`config.mk`:
```
export PLATFORM = sky130hd
export DESIGN_NAME = cas_status_bank
export DESIGN_NICKNAME = d
export VERILOG_FILES = /design/src/rtl/cas_pkg.sv /design/src/rtl/cas_channel.sv /design/src/rtl/cas_status_bank.sv
export VERILOG_INCLUDE_DIRS = /design/src /design/src/rtl
export SDC_FILE = /design/constraint.sdc
export NUM_CORES = 1
export LEC_CHECK = 0
export BUFFER_PORTS_ARGS = -buffer_cell sky130_fd_sc_hd__buf_2
export CAP_MARGIN = 30
export CORE_AREA = 2 2 228 230
export DETAILED_ROUTE_END_ITERATION = 8
export DIE_AREA = 0 0 230 232
export PLACE_DENSITY_LB_ADDON = 0.08
export RECOVER_POWER = 25
export SYNTH_ARGS = -nofsm -noshare
export SYNTH_HDL_FRONTEND = slang
export SYNTH_SLANG_ARGS = --single-unit
```
`constraint.sdc`:
```
create_clock -name clk -period 2.3 [get_ports clk]
set_input_delay 0.345 -clock clk [delete_from_list [all_inputs] [get_ports clk]]
set_output_delay 0.345 -clock clk [all_outputs]
set_load 0.03 [all_outputs]
```
`src/rtl/cas_cfg.svh`:
```
// constants and functional notes for the channel alarm and unit status bank
// Functional notes
// RULE1 - four channel alarm words at offsets 0102, 0202, 0302, 0402
// RULE2 - bits 0..2 show alarm 1, 2, 3 active
// RULE3 - bit 4 shows heater overcurrent error on the channel
// RULE4 - bit 5 shows heater-break alarm on
// RULE5 - bit 6 shows heater-short alarm on
// RULE6 - bit 7 shows output-overcurrent alarm on
// RULE7 - bit 12 set when set point lies outside limiter range
// RULE8 - bit 13 set when upper set point limit is below lower
// RULE9 - bit 14 set when upper output value limit is below lower
// RULE10 - bit 15 set when upper scaling limit is below lower
// RULE11 - unit bit 20 shows write mode, 1 means working RAM only
// RULE12 - unit bit 21 shows RAM differs from nonvolatile copy
// RULE13 - unit bit 25 always reads 1
// RULE14 - unused bits read 0; host writes have no effect
// RULE15 - bits follow live conditions and clear themselves, no acknowledge
`ifndef CAS_CFG_SVH
`define CAS_CFG_SVH
`define CAS_IDX_UNIT      16'h0001
`define CAS_IDX_CH1       16'h0102
`define CAS_IDX_CH2       16'h0202
`define CAS_IDX_CH3       16'h0302
`define CAS_IDX_CH4       16'h0402
`define CAS_IDX_W         16
`define CAS_NCH           4
`define CAS_BIT_ALM1      0
`define CAS_BIT_ALM2      1
`define CAS_BIT_ALM3      2
`define CAS_BIT_HOC       4
`define CAS_BIT_HB        5
`define CAS_BIT_HS        6
`define CAS_BIT_OC        7
`define CAS_BIT_SPRANGE   12
`define CAS_BIT_SPREV     13
`define CAS_BIT_MVREV     14
`define CAS_BIT_SCREV     15
`define CAS_BIT_WMODE     20
`define CAS_BIT_NVDIFF    21
`define CAS_BIT_COMWR     25
`define CAS_HTRANS_NSEQ   2
`define CAS_HTRANS_SEQ    3
`define CAS_ZERO32        32'h00000000
`define CAS_ZERO16        16'h0000
`endif

```
`src/rtl/cas_pkg.sv`:
```
// types shared by the status bank
package cas_pkg;
  typedef logic [15:0] cas_val_t;
  typedef logic [15:0] cas_word_t;
  typedef enum logic [1:0] {
    CAS_IDLE = 2'b01,
    CAS_DATA = 2'b10
  } cas_state_t;
  typedef struct packed {
    cas_state_t  state;
    logic [31:0] hrdata;
    cas_word_t [3:0] chWord;
    logic        writeMode;
    logic        nvDiff;
  } cas_regs_t;
endpackage : cas_pkg

```
`src/rtl/cas_channel.sv`:
```
// one channel alarm word built from synchronised flags and configured limits
`include "cas_cfg.svh"
`timescale 1ns/1ps
`default_nettype none
module cas_channel (
  input  wire logic            clk,
  input  wire logic            reset_n,
  input  wire logic [7:0]      alarmIn,
  input  wire cas_pkg::cas_val_t setPoint,
  input  wire cas_pkg::cas_val_t spLimitLow,
  input  wire cas_pkg::cas_val_t spLimitHigh,
  input  wire cas_pkg::cas_val_t mvLimitLow,
  input  wire cas_pkg::cas_val_t mvLimitHigh,
  input  wire cas_pkg::cas_val_t scaleLow,
  input  wire cas_pkg::cas_val_t scaleHigh,
  output logic [15:0]          word
);
  import cas_pkg::*;
  // alarm flags come from other logic off this clock: two stages first
  logic [7:0] sync1_r;
  logic [7:0] sync2_r;
  always_ff @(posedge clk) begin
    if (!reset_n) begin
      sync1_r <= 8'h00;
      sync2_r <= 8'h00;
    end else begin
      sync1_r <= alarmIn;
      sync2_r <= sync1_r;
    end
  end
  // limits are signed engineering values
  always_comb begin
    word = `CAS_ZERO16; // see RULE14
    word[`CAS_BIT_ALM1] = sync2_r[0]; // see RULE2
    word[`CAS_BIT_ALM2] = sync2_r[1]; // see RULE2
    word[`CAS_BIT_ALM3] = sync2_r[2]; // see RULE2
    word[`CAS_BIT_HOC] = sync2_r[4]; // see RULE3
    word[`CAS_BIT_HB] = sync2_r[5]; // see RULE4
    word[`CAS_BIT_HS] = sync2_r[6]; // see RULE5
    word[`CAS_BIT_OC] = sync2_r[7]; // see RULE6
    word[`CAS_BIT_SPRANGE] = ($signed(setPoint) < $signed(spLimitLow)) ||
                             ($signed(setPoint) > $signed(spLimitHigh)); // see RULE7
    word[`CAS_BIT_SPREV] = $signed(spLimitHigh) < $signed(spLimitLow); // see RULE8
    word[`CAS_BIT_MVREV] = $signed(mvLimitHigh) < $signed(mvLimitLow); // see RULE9
    word[`CAS_BIT_SCREV] = $signed(scaleHigh) < $signed(scaleLow); // see RULE10
  end
  spRev_a: assert property (@(posedge clk) disable iff (!reset_n)
    word[`CAS_BIT_SPREV] == ($signed(spLimitHigh) < $signed(spLimitLow)))
    else $error("set point reverse flag wrong"); // see RULE8
  almFollow_a: assert property (@(posedge clk) disable iff (!reset_n)
    ##2 word[`CAS_BIT_HB] == $past(alarmIn[5], 2))
    else $error("heater-break flag does not follow input"); // see RULE4
endmodule : cas_channel
`default_nettype wire

```
`src/rtl/cas_status_bank.sv`:
```
// ahb-lite read-only bank of channel alarm words and the unit status word
`include "cas_cfg.svh"
`timescale 1ns/1ps
`default_nettype none
module cas_status_bank (
  input  wire logic              clk,
  input  wire logic              reset_n,
  input  wire logic              hsel,
  input  wire logic [31:0]       haddr,
  input  wire logic [1:0]        htrans,
  input  wire logic              hwrite,
  input  wire logic [2:0]        hsize,
  input  wire logic [31:0]       hwdata,
  input  wire logic              hready,
  output logic                   hreadyout,
  output logic                   hresp,
  output logic [31:0]            hrdata,
  input  wire logic [31:0]       alarmIn,
  input  wire cas_pkg::cas_val_t setPoint    [4],
  input  wire cas_pkg::cas_val_t spLimitLow  [4],
  input  wire cas_pkg::cas_val_t spLimitHigh [4],
  input  wire cas_pkg::cas_val_t mvLimitLow  [4],
  input  wire cas_pkg::cas_val_t mvLimitHigh [4],
  input  wire cas_pkg::cas_val_t scaleLow    [4],
  input  wire cas_pkg::cas_val_t scaleHigh   [4],
  input  wire logic              ramWriteMode,
  input  wire logic              nvMismatch
);
  import cas_pkg::*;
  cas_regs_t regs_r;
  cas_regs_t regs_nxt;
  cas_word_t chLive [4];
  logic [1:0] unitSync_r;
  logic [1:0] unitMeta_r;
  logic       accept;
  logic [`CAS_IDX_W-1:0] idx;
  logic [31:0] unitWord;
  logic [31:0] readVal;

  genvar g;
  generate
    for (g = 0; g < `CAS_NCH; g++) begin : gCh
      cas_channel uCh (
        .clk         (clk),
        .reset_n     (reset_n),
        .alarmIn     (alarmIn[g*8 +: 8]),
        .setPoint    (setPoint[g]),
        .spLimitLow  (spLimitLow[g]),
        .spLimitHigh (spLimitHigh[g]),
        .mvLimitLow  (mvLimitLow[g]),
        .mvLimitHigh (mvLimitHigh[g]),
        .scaleLow    (scaleLow[g]),
        .scaleHigh   (scaleHigh[g]),
        .word        (chLive[g])
      );
    end
  endgenerate

  // unit flags are set by storage logic elsewhere, so synchronise
  always_ff @(posedge clk) begin
    if (!reset_n) begin
      unitMeta_r <= 2'b00;
      unitSync_r <= 2'b00;
    end else begin
      unitMeta_r <= {nvMismatch, ramWriteMode};
      unitSync_r <= unitMeta_r;
    end
  end

  assign accept = hsel && hready &&
                  (htrans == 2'(`CAS_HTRANS_NSEQ) || htrans == 2'(`CAS_HTRANS_SEQ));
  // byte address is four times the printed index
  assign idx = haddr[`CAS_IDX_W+1:2];

  always_comb begin
    unitWord = `CAS_ZERO32; // see RULE14
    unitWord[`CAS_BIT_WMODE] = regs_r.writeMode; // see RULE11
    unitWord[`CAS_BIT_NVDIFF] = regs_r.nvDiff; // see RULE12
    unitWord[`CAS_BIT_COMWR] = 1'b1; // see RULE13
  end

  always_comb begin
    readVal = `CAS_ZERO32;
    // unmapped addresses read zero with an okay answer
    case (idx)
      `CAS_IDX_UNIT: readVal = unitWord;
      `CAS_IDX_CH1:  readVal = {16'h0000, regs_r.chWord[0]}; // see RULE1
      `CAS_IDX_CH2:  readVal = {16'h0000, regs_r.chWord[1]}; // see RULE1
      `CAS_IDX_CH3:  readVal = {16'h0000, regs_r.chWord[2]}; // see RULE1
      `CAS_IDX_CH4:  readVal = {16'h0000, regs_r.chWord[3]}; // see RULE1
      default:       readVal = `CAS_ZERO32;
    endcase
  end

  always_comb begin
    regs_nxt = regs_r;
    // live copies every cycle: nothing latches, nothing needs acknowledge
    for (int i = 0; i < `CAS_NCH; i++) begin
      regs_nxt.chWord[i] = chLive[i]; // see RULE15
    end
    regs_nxt.writeMode = unitSync_r[0]; // see RULE15
    regs_nxt.nvDiff = unitSync_r[1]; // see RULE15
    case (regs_r.state)
      CAS_IDLE: begin
        if (accept) begin
          regs_nxt.state = CAS_DATA;
          // writes are taken and dropped, the words are pure status
          regs_nxt.hrdata = hwrite ? `CAS_ZERO32 : readVal; // see RULE14
        end
      end
      CAS_DATA: begin
        if (accept) begin
          regs_nxt.hrdata = hwrite ? `CAS_ZERO32 : readVal; // see RULE14
        end else begin
          regs_nxt.state = CAS_IDLE;
          regs_nxt.hrdata = `CAS_ZERO32;
        end
      end
      default: begin
        regs_nxt.state = CAS_IDLE;
      end
    endcase
  end

  always_ff @(posedge clk) begin
    if (!reset_n) begin
      regs_r.state <= CAS_IDLE;
      regs_r.hrdata <= `CAS_ZERO32;
      regs_r.chWord <= '0;
      regs_r.writeMode <= 1'b0;
      regs_r.nvDiff <= 1'b0;
    end else begin
      regs_r <= regs_nxt;
    end
  end

  assign hreadyout = 1'b1;
  assign hresp = 1'b0;
  assign hrdata = regs_r.hrdata;

  comWr_a: assert property (@(posedge clk) disable iff (!reset_n)
    (accept && !hwrite && idx == `CAS_IDX_UNIT) |=> hrdata[`CAS_BIT_COMWR])
    else $error("comm write enable bit not one"); // see RULE13
  wMode_a: assert property (@(posedge clk) disable iff (!reset_n)
    (accept && !hwrite && idx == `CAS_IDX_UNIT) |=>
      hrdata[`CAS_BIT_WMODE] == $past(regs_r.writeMode))
    else $error("write mode bit wrong"); // see RULE11
  nvDiff_a: assert property (@(posedge clk) disable iff (!reset_n)
    (accept && !hwrite && idx == `CAS_IDX_UNIT) |=>
      hrdata[`CAS_BIT_NVDIFF] == $past(regs_r.nvDiff))
    else $error("nonvolatile mismatch bit wrong"); // see RULE12
  unitZero_a: assert property (@(posedge clk) disable iff (!reset_n)
    (accept && idx == `CAS_IDX_UNIT) |=> (hrdata & 32'hFDCFFFFF) == `CAS_ZERO32)
    else $error("unused unit bits not zero"); // see RULE14
  chUpper_a: assert property (@(posedge clk) disable iff (!reset_n)
    (accept && idx == `CAS_IDX_CH3) |=> hrdata[31:16] == `CAS_ZERO16)
    else $error("channel upper half not zero"); // see RULE14
  ch2Read_a: assert property (@(posedge clk) disable iff (!reset_n)
    (accept && !hwrite && idx == `CAS_IDX_CH2) |=> hrdata[15:0] == $past(chLive[1], 2))
    else $error("channel two word not returned"); // see RULE1
  chUnused_a: assert property (@(posedge clk) disable iff (!reset_n)
    (accept && idx == `CAS_IDX_CH1) |=> (hrdata & 32'h00000F08) == `CAS_ZERO32)
    else $error("unused channel bits not zero"); // see RULE14
  alarmLive_a: assert property (@(posedge clk) disable iff (!reset_n)
    ##4 regs_r.chWord[0][`CAS_BIT_ALM1] == $past(alarmIn[0], 3))
    else $error("alarm one not live"); // see RULE2
  wrZero_a: assert property (@(posedge clk) disable iff (!reset_n) // see RULE14
    (accept && hwrite) |=> hrdata == `CAS_ZERO32)
    else $error("write data phase returned status");
  ch4Read_a: assert property (@(posedge clk) disable iff (!reset_n) // see RULE1
    (accept && !hwrite && idx == `CAS_IDX_CH4) |=> hrdata[15:0] == $past(chLive[3], 2))
    else $error("channel four word not returned");
  idleZero_a: assert property (@(posedge clk) disable iff (!reset_n) // see RULE14
    (regs_r.state == CAS_IDLE) |-> hrdata == `CAS_ZERO32)
    else $error("read data not zero outside a data phase");
endmodule : cas_status_bank
`default_nettype wire

```
# --- Yosys cells after proc, flatten, opt, wreduce, memory -nomap -nowiden ---
# Index checks and enable logic that the tools add are counted.
op_classes:
  n_lt_le_gt_ge: 20
  eq_ne: 11
  mux: 7
  reduce_logical: 10
ops:
  columns: ["operator", "count"]
  rows:
  - ["$lt 16x16->1", 16]
  - ["$pmux 26 s5", 1]
  - ["$gt 16x16->1", 4]
  - ["$mux 32", 2]
  - ["$pmux 32 s2", 1]
  - ["$mux 34", 1]
  - ["$eq 16x10->1 const B", 2]
  - ["$eq 16x1->1 const B", 1]
  - ["$eq 16x11->1 const B", 1]
  - ["$eq 16x9->1 const B", 1]
  - ["$eq 2x2->1 const B", 3]
  - ["$logic_or 1x1->1", 5]
  - ["$ne 2x2->1 const B", 2]
  - ["$pmux 2 s2", 1]
  - ["$reduce_and 2->1", 2]
  - ["$eq 2x1->1 const B", 1]
  - ["$logic_and 1x1->1", 2]
  - ["$mux 2", 1]
  - ["$reduce_bool 2->1", 1]
word_totals:
  input_bits: 556
  reg_bits: 168
  out_inout_bits: 34

# --- Logic depth before layout (Yosys ltp) ---
logic_depth:
  depth_word: 5
  depth_mapped: 8
  mapped_depth_nobuf: 8

# --- Cells and area by module ---
# Synthesis repeated with hierarchy kept, for this count alone.
hier_totals:
  hier_cells: 1468
  hier_area_um2: 12768.5
modules_own_cells:
  columns: ["mod", "area_per_inst_um2", "cells_per_inst", "n_inst", "seq_area_each_um2"]
  rows:
  - ["cas_channel", 2307.2, 289, 4, 280.3]
  - ["cas_status_bank", 3539.6, 312, 1, 1821.7]

# --- Worst setup path after synthesis ---
# OpenSTA, ideal clock, no wires.
synth_timing:
  kind: "input to register"
  startpoint: "input port haddr[13]"
  endpoint: "register hrdata[0] (netlist name)"
  n_path_buf: 1
  arrival_ps: 2038
  path_slack_ps: 192
  setup_time_ps: 70
  cell_stages: 7
  path_cell_list: "or4_1 or3_1 or3b_4 nor2_4 buf_6 o21ai_0 a21oi_1"
synth_via:
  elab_chain_len: 5
  elab_cells_between_ends: 10
synth_rtl:
  columns: ["element", "line", "source"]
  rows:
  - ["start: declaration", "cas_status_bank.sv:9", "input wire logic [31:0] haddr,"]
  - ["$eq 16x11->1, or another cell as far along", "cas_status_bank.sv:85", "case (idx)"]
  - ["$pmux 26 s5 *", "cas_status_bank.sv:85", null]
  - ["$mux 32 *", "cas_status_bank.sv:108, cas_status_bank.sv:113", null]
  - ["$mux 32 / $mux 34 (equally long branches)", "cas_status_bank.sv:112, cas_status_bank.sv:105", null]
  - ["$pmux 32 s2 *", "cas_status_bank.sv:103", "case (regs_r.state)"]
# Every way passes the cells marked *; elsewhere a longest branch is shown, timed or not. The select of a mux whose other input is x is not followed.
# A chain may end at the register's enable or synchronous reset.

# --- Final worst setup path ---
layout_timing:
  startpoint: "input port spLimitHigh[9] (netlist bit)"
  endpoint: "register regs_r[62] (netlist bit)"
layout_via:
  elab_chain_len: 2
layout_rtl:
  columns: ["element", "line", "source"]
  rows:
  - ["start: declaration", "cas_status_bank.sv:21", "input wire cas_pkg::cas_val_t spLimitHigh [4],"]
  - ["$gt 16x16->1", "cas_channel.sv:42", "($signed(setPoint) > $signed(spLimitHigh));"]
  - ["$logic_or 1x1->1", "cas_channel.sv:41", "word[`CAS_BIT_SPRANGE] = ($signed(setPoint) < $signed(spLimitLow)) ||"]
  - ["end signal: assignment", "cas_status_bank.sv:133", "regs_r <= regs_nxt;"]
  - ["end: declaration", "cas_status_bank.sv:30", "cas_regs_t regs_r;"]
# Every way passes these cells.

==> results.sh <==
export IMPL_syn_to_final_growth_pct=35.1
export IMPL_drv_cap=0
export IMPL_setup_tns_ns=0
export IMPL_yosysSeqAreaShare=0.210
export IMPL_end_kind="flop"
export IMPL_worstSetupPathType="input pin to flop"
export IMPL_first_iter_violations=332
export IMPL_cts_sinks=122
export IMPL_cp_cell_sequence="buf_2 > inv_1 > ha_1 > a21o_1 > a21oi_1 > o21ai_0 > a311oi_1 > mux2_2 > o31a_1"
export IMPL_clock_skew_ns=0.00864
export IMPL_postCtsSetupRepairBufs=0
export IMPL_grt_pass1_vias=11700
export IMPL_drv_slew=0
export IMPL_antenna_found_initial=20
export IMPL_whs_endpoint="gCh[3].uCh.sync1_r[5]"
export IMPL_fp_dieW_microns=230
export IMPL_yosys_most_used_dff="dfxtp_1"
export IMPL_postCtsHoldBufs=0
export IMPL_synthCells=1411
export IMPL_firstDrtPassIters=4
export IMPL_ys_ff_latch=122
export IMPL_use_met3=0.0406
export IMPL_via_per_inst=4.27
export IMPL_cts_buffer_depth=2
export IMPL_finalHoldViolCount=0
export IMPL_fin_crit_ns=2.01
export IMPL_insertion_delay_ns=0.42
export IMPL_worstHoldPathCells=2
export IMPL_grt_usage=0.149
export IMPL_cts_clk_slew_worst_paths_ns=0.06
export IMPL_ys_async_sr_fraction=0
export IMPL_detail_route_antenna_nets=0
export IMPL_timing_fmax_mhz=497
export IMPL_slew_headroom=0.347
export IMPL_crit_arrival_ns=2.31
export IMPL_cts_tree="built"
export IMPL_grt_busiest_layer="met2"
export IMPL_cts_made_buffers=17
export IMPL_rows=83
export IMPL_routabilityCongestion=0.881
export IMPL_dp_hpwl_mm=36.2
export IMPL_rsz0062_at_grt="no"
export IMPL_slowest_delay_ns=0.40
export IMPL_drive_gt1_frac=0.302
export IMPL_nFillCells=5569
export IMPL_drc=0
export IMPL_start_util=0.229
export IMPL_r2r_slack_ns=0.60
export IMPL_status="complete, no violations"
export IMPL_fin_nets=2804
export IMPL_synth_cell_type_count=52
export IMPL_post_cts_resized=0
export IMPL_core_sq_um=50900
export IMPL_reg2regPathDepth=7
export IMPL_cp_max_fo=2
export IMPL_vias=11300
export IMPL_placement_io_buffers=513
export IMPL_post_drt_wl_per_cell_microns=15.3
export IMPL_use_met1=0.184
export IMPL_gr_total_overflow=0
export IMPL_slowest_stage="a311oi_1"
export IMPL_synth_edf_count=0
export IMPL_worstReg2RegEnd="hrdata[5]"
export IMPL_required_ns=2.60
export IMPL_hp_class="input pin to flop"
export IMPL_hold_path_startpoint="alarmIn[29]"
export IMPL_grt_max_degree=43
export IMPL_root_buffer="clkbuf_16"
export IMPL_grtUsageMet2=0.259
export IMPL_power_density_nw_per_um2=435
export IMPL_syn_area_per_cell_sq_um=8.25
export IMPL_io_pins=590
export IMPL_grt_first_pass_wirelength_mm=62.5
export IMPL_setup_violations=0
export IMPL_worst_pin_slew_ns=0.980
export IMPL_yosysWarnings=0
export IMPL_drt_total_wl_mm=40.5
export IMPL_ir_drop_mv=0.461
export IMPL_cts_htree_levels=4
export IMPL_syn_area_sq_um=11600
export IMPL_reg2reg_from="regs_r[98]"
export IMPL_cellLeakagePower_nw=8.90
export IMPL_fp_dieH_microns=232
export IMPL_fin_crit_sh=0.874
export IMPL_startpoint_type="input pin"
export IMPL_utilization=0.309
export IMPL_total_power_w=0.00685
export IMPL_dieArea_sq_um=53400
## worst max-delay path by stage
| stage | startpoint | end | depth (start not counted) |
|---|---|---|---|
| after floorplan | haddr[13] | hrdata[0] | 7 |
| after global placement | spLimitLow[25] | regs_r[47] | 10 |
| after detailed placement | spLimitLow[25] | regs_r[47] | 10 |
| after CTS | spLimitLow[25] | regs_r[47] | 10 |
| after global routing | spLimitHigh[14] | regs_r[62] | 9 |
| final | spLimitHigh[9] | regs_r[62] | 9 |
## cell families (layout without fill, tap and decap cells)
| kind of cell | count (synthesis) | in the layout | share of synthesized area |
|---|---|---|---|
| other | 2 | 26 | 0.000645 |
| muxes | 6 | 6 | 0.00538 |
| buffers and inverters | 316 | 844 | 0.114 |
| and+or+nand+nor | 337 | 337 | 0.164 |
| AOI/OAI and AO/OA | 324 | 324 | 0.180 |
| adders and majority gates | 304 | 304 | 0.327 |
| DFF | 122 | 122 | 0.210 |
## critical path: cells and delay by family
family / cells / cell delay, ns
compound gates: 5 / 1.14
mux: 1 / 0.39
fa+ha+maj: 1 / 0.28
buf+inv: 2 / 0.15
## cells in the mapped netlist (all sizes together) (25+ instances only)
cell type / instances / area [sq um]
nand2: 40 / 150
a21o: 66 / 495
nand4: 28 / 175
and2: 102 / 638
inv: 261 / 980
o21ai: 64 / 320
nand2b: 25 / 156
nor2: 51 / 199
ha: 304 / 3800
a21oi: 92 / 460
buf: 36 / 272
dfxtp: 122 / 2440
## report_power, final
group          switching (W)  internal, W  leakage, nW
logic               0.000976     0.000977         7.60
registers          0.0000335      0.00222         1.00
clock network        0.00102      0.00162        0.288
## sequential cells by signal, summed over array words and instances, names as in the netlist
name             count
unitSync_r           2
unitMeta_r           2
gCh.uCh.sync2_r     28
gCh.uCh.sync1_r     28
regs_r              48
hrdata              14
## cells in the final DEF (no fill, tap or decap), drive strengths merged, types with 4 or more instances in the layout
cell type	instances
mux2i	4
o21a	8
and3	9
a31oi	10
buf	549
a211oi	10
ha	304
clkbuf	20
nor2b	20
nor3b	5
nand2	40
a21o	66
inv	267
a22oi	13
a2111oi	12
nand4	28
a41oi	6
nor2	51
o21ai	64
conb	20
a21oi	92
nand3	22
nand4b	5
dfxtp	122
a221oi	12
nand2b	25
o211ai	11
diode	6
and2	102
clkinv	5
nor3	11
a211o	11
## area by class of cell
type | count | area [sq um] | share of cell area
Antenna cell | 6 | 15.0 | 0.000955
Clock buffer | 18 | 429 | 0.0273
Clock inverter | 14 | 163 | 0.0103
Inverter | 261 | 980 | 0.0623
Multi-Input combinational cell | 991 | 7950 | 0.506
Sequential cell | 122 | 2440 | 0.155
Tap cell | 680 | 851 | 0.0541
Timing Repair Buffer | 551 | 2890 | 0.184
## routing by layer
metal  vias up  wire length, microns
met2       313                 19000
met4        24                   435
met3        48                  2870
met1      4990                 18000
li1       5910                     -
met5         -                   135
## per-stage QoR
step,worst slack (ns),hold slack [ns],std cells,instance area [sq um]
after floorplan,0.192,0.412,1429,11700
after global placement,-0.239,0.415,2605,15100
after detailed placement,-0.178,0.417,2605,15100
after CTS,0.235,0.111,2637,15700
after global routing,0.0912,0.122,2641,15700
final,0.290,0.135,2643,15700
(Power assumes the default switching activity.)
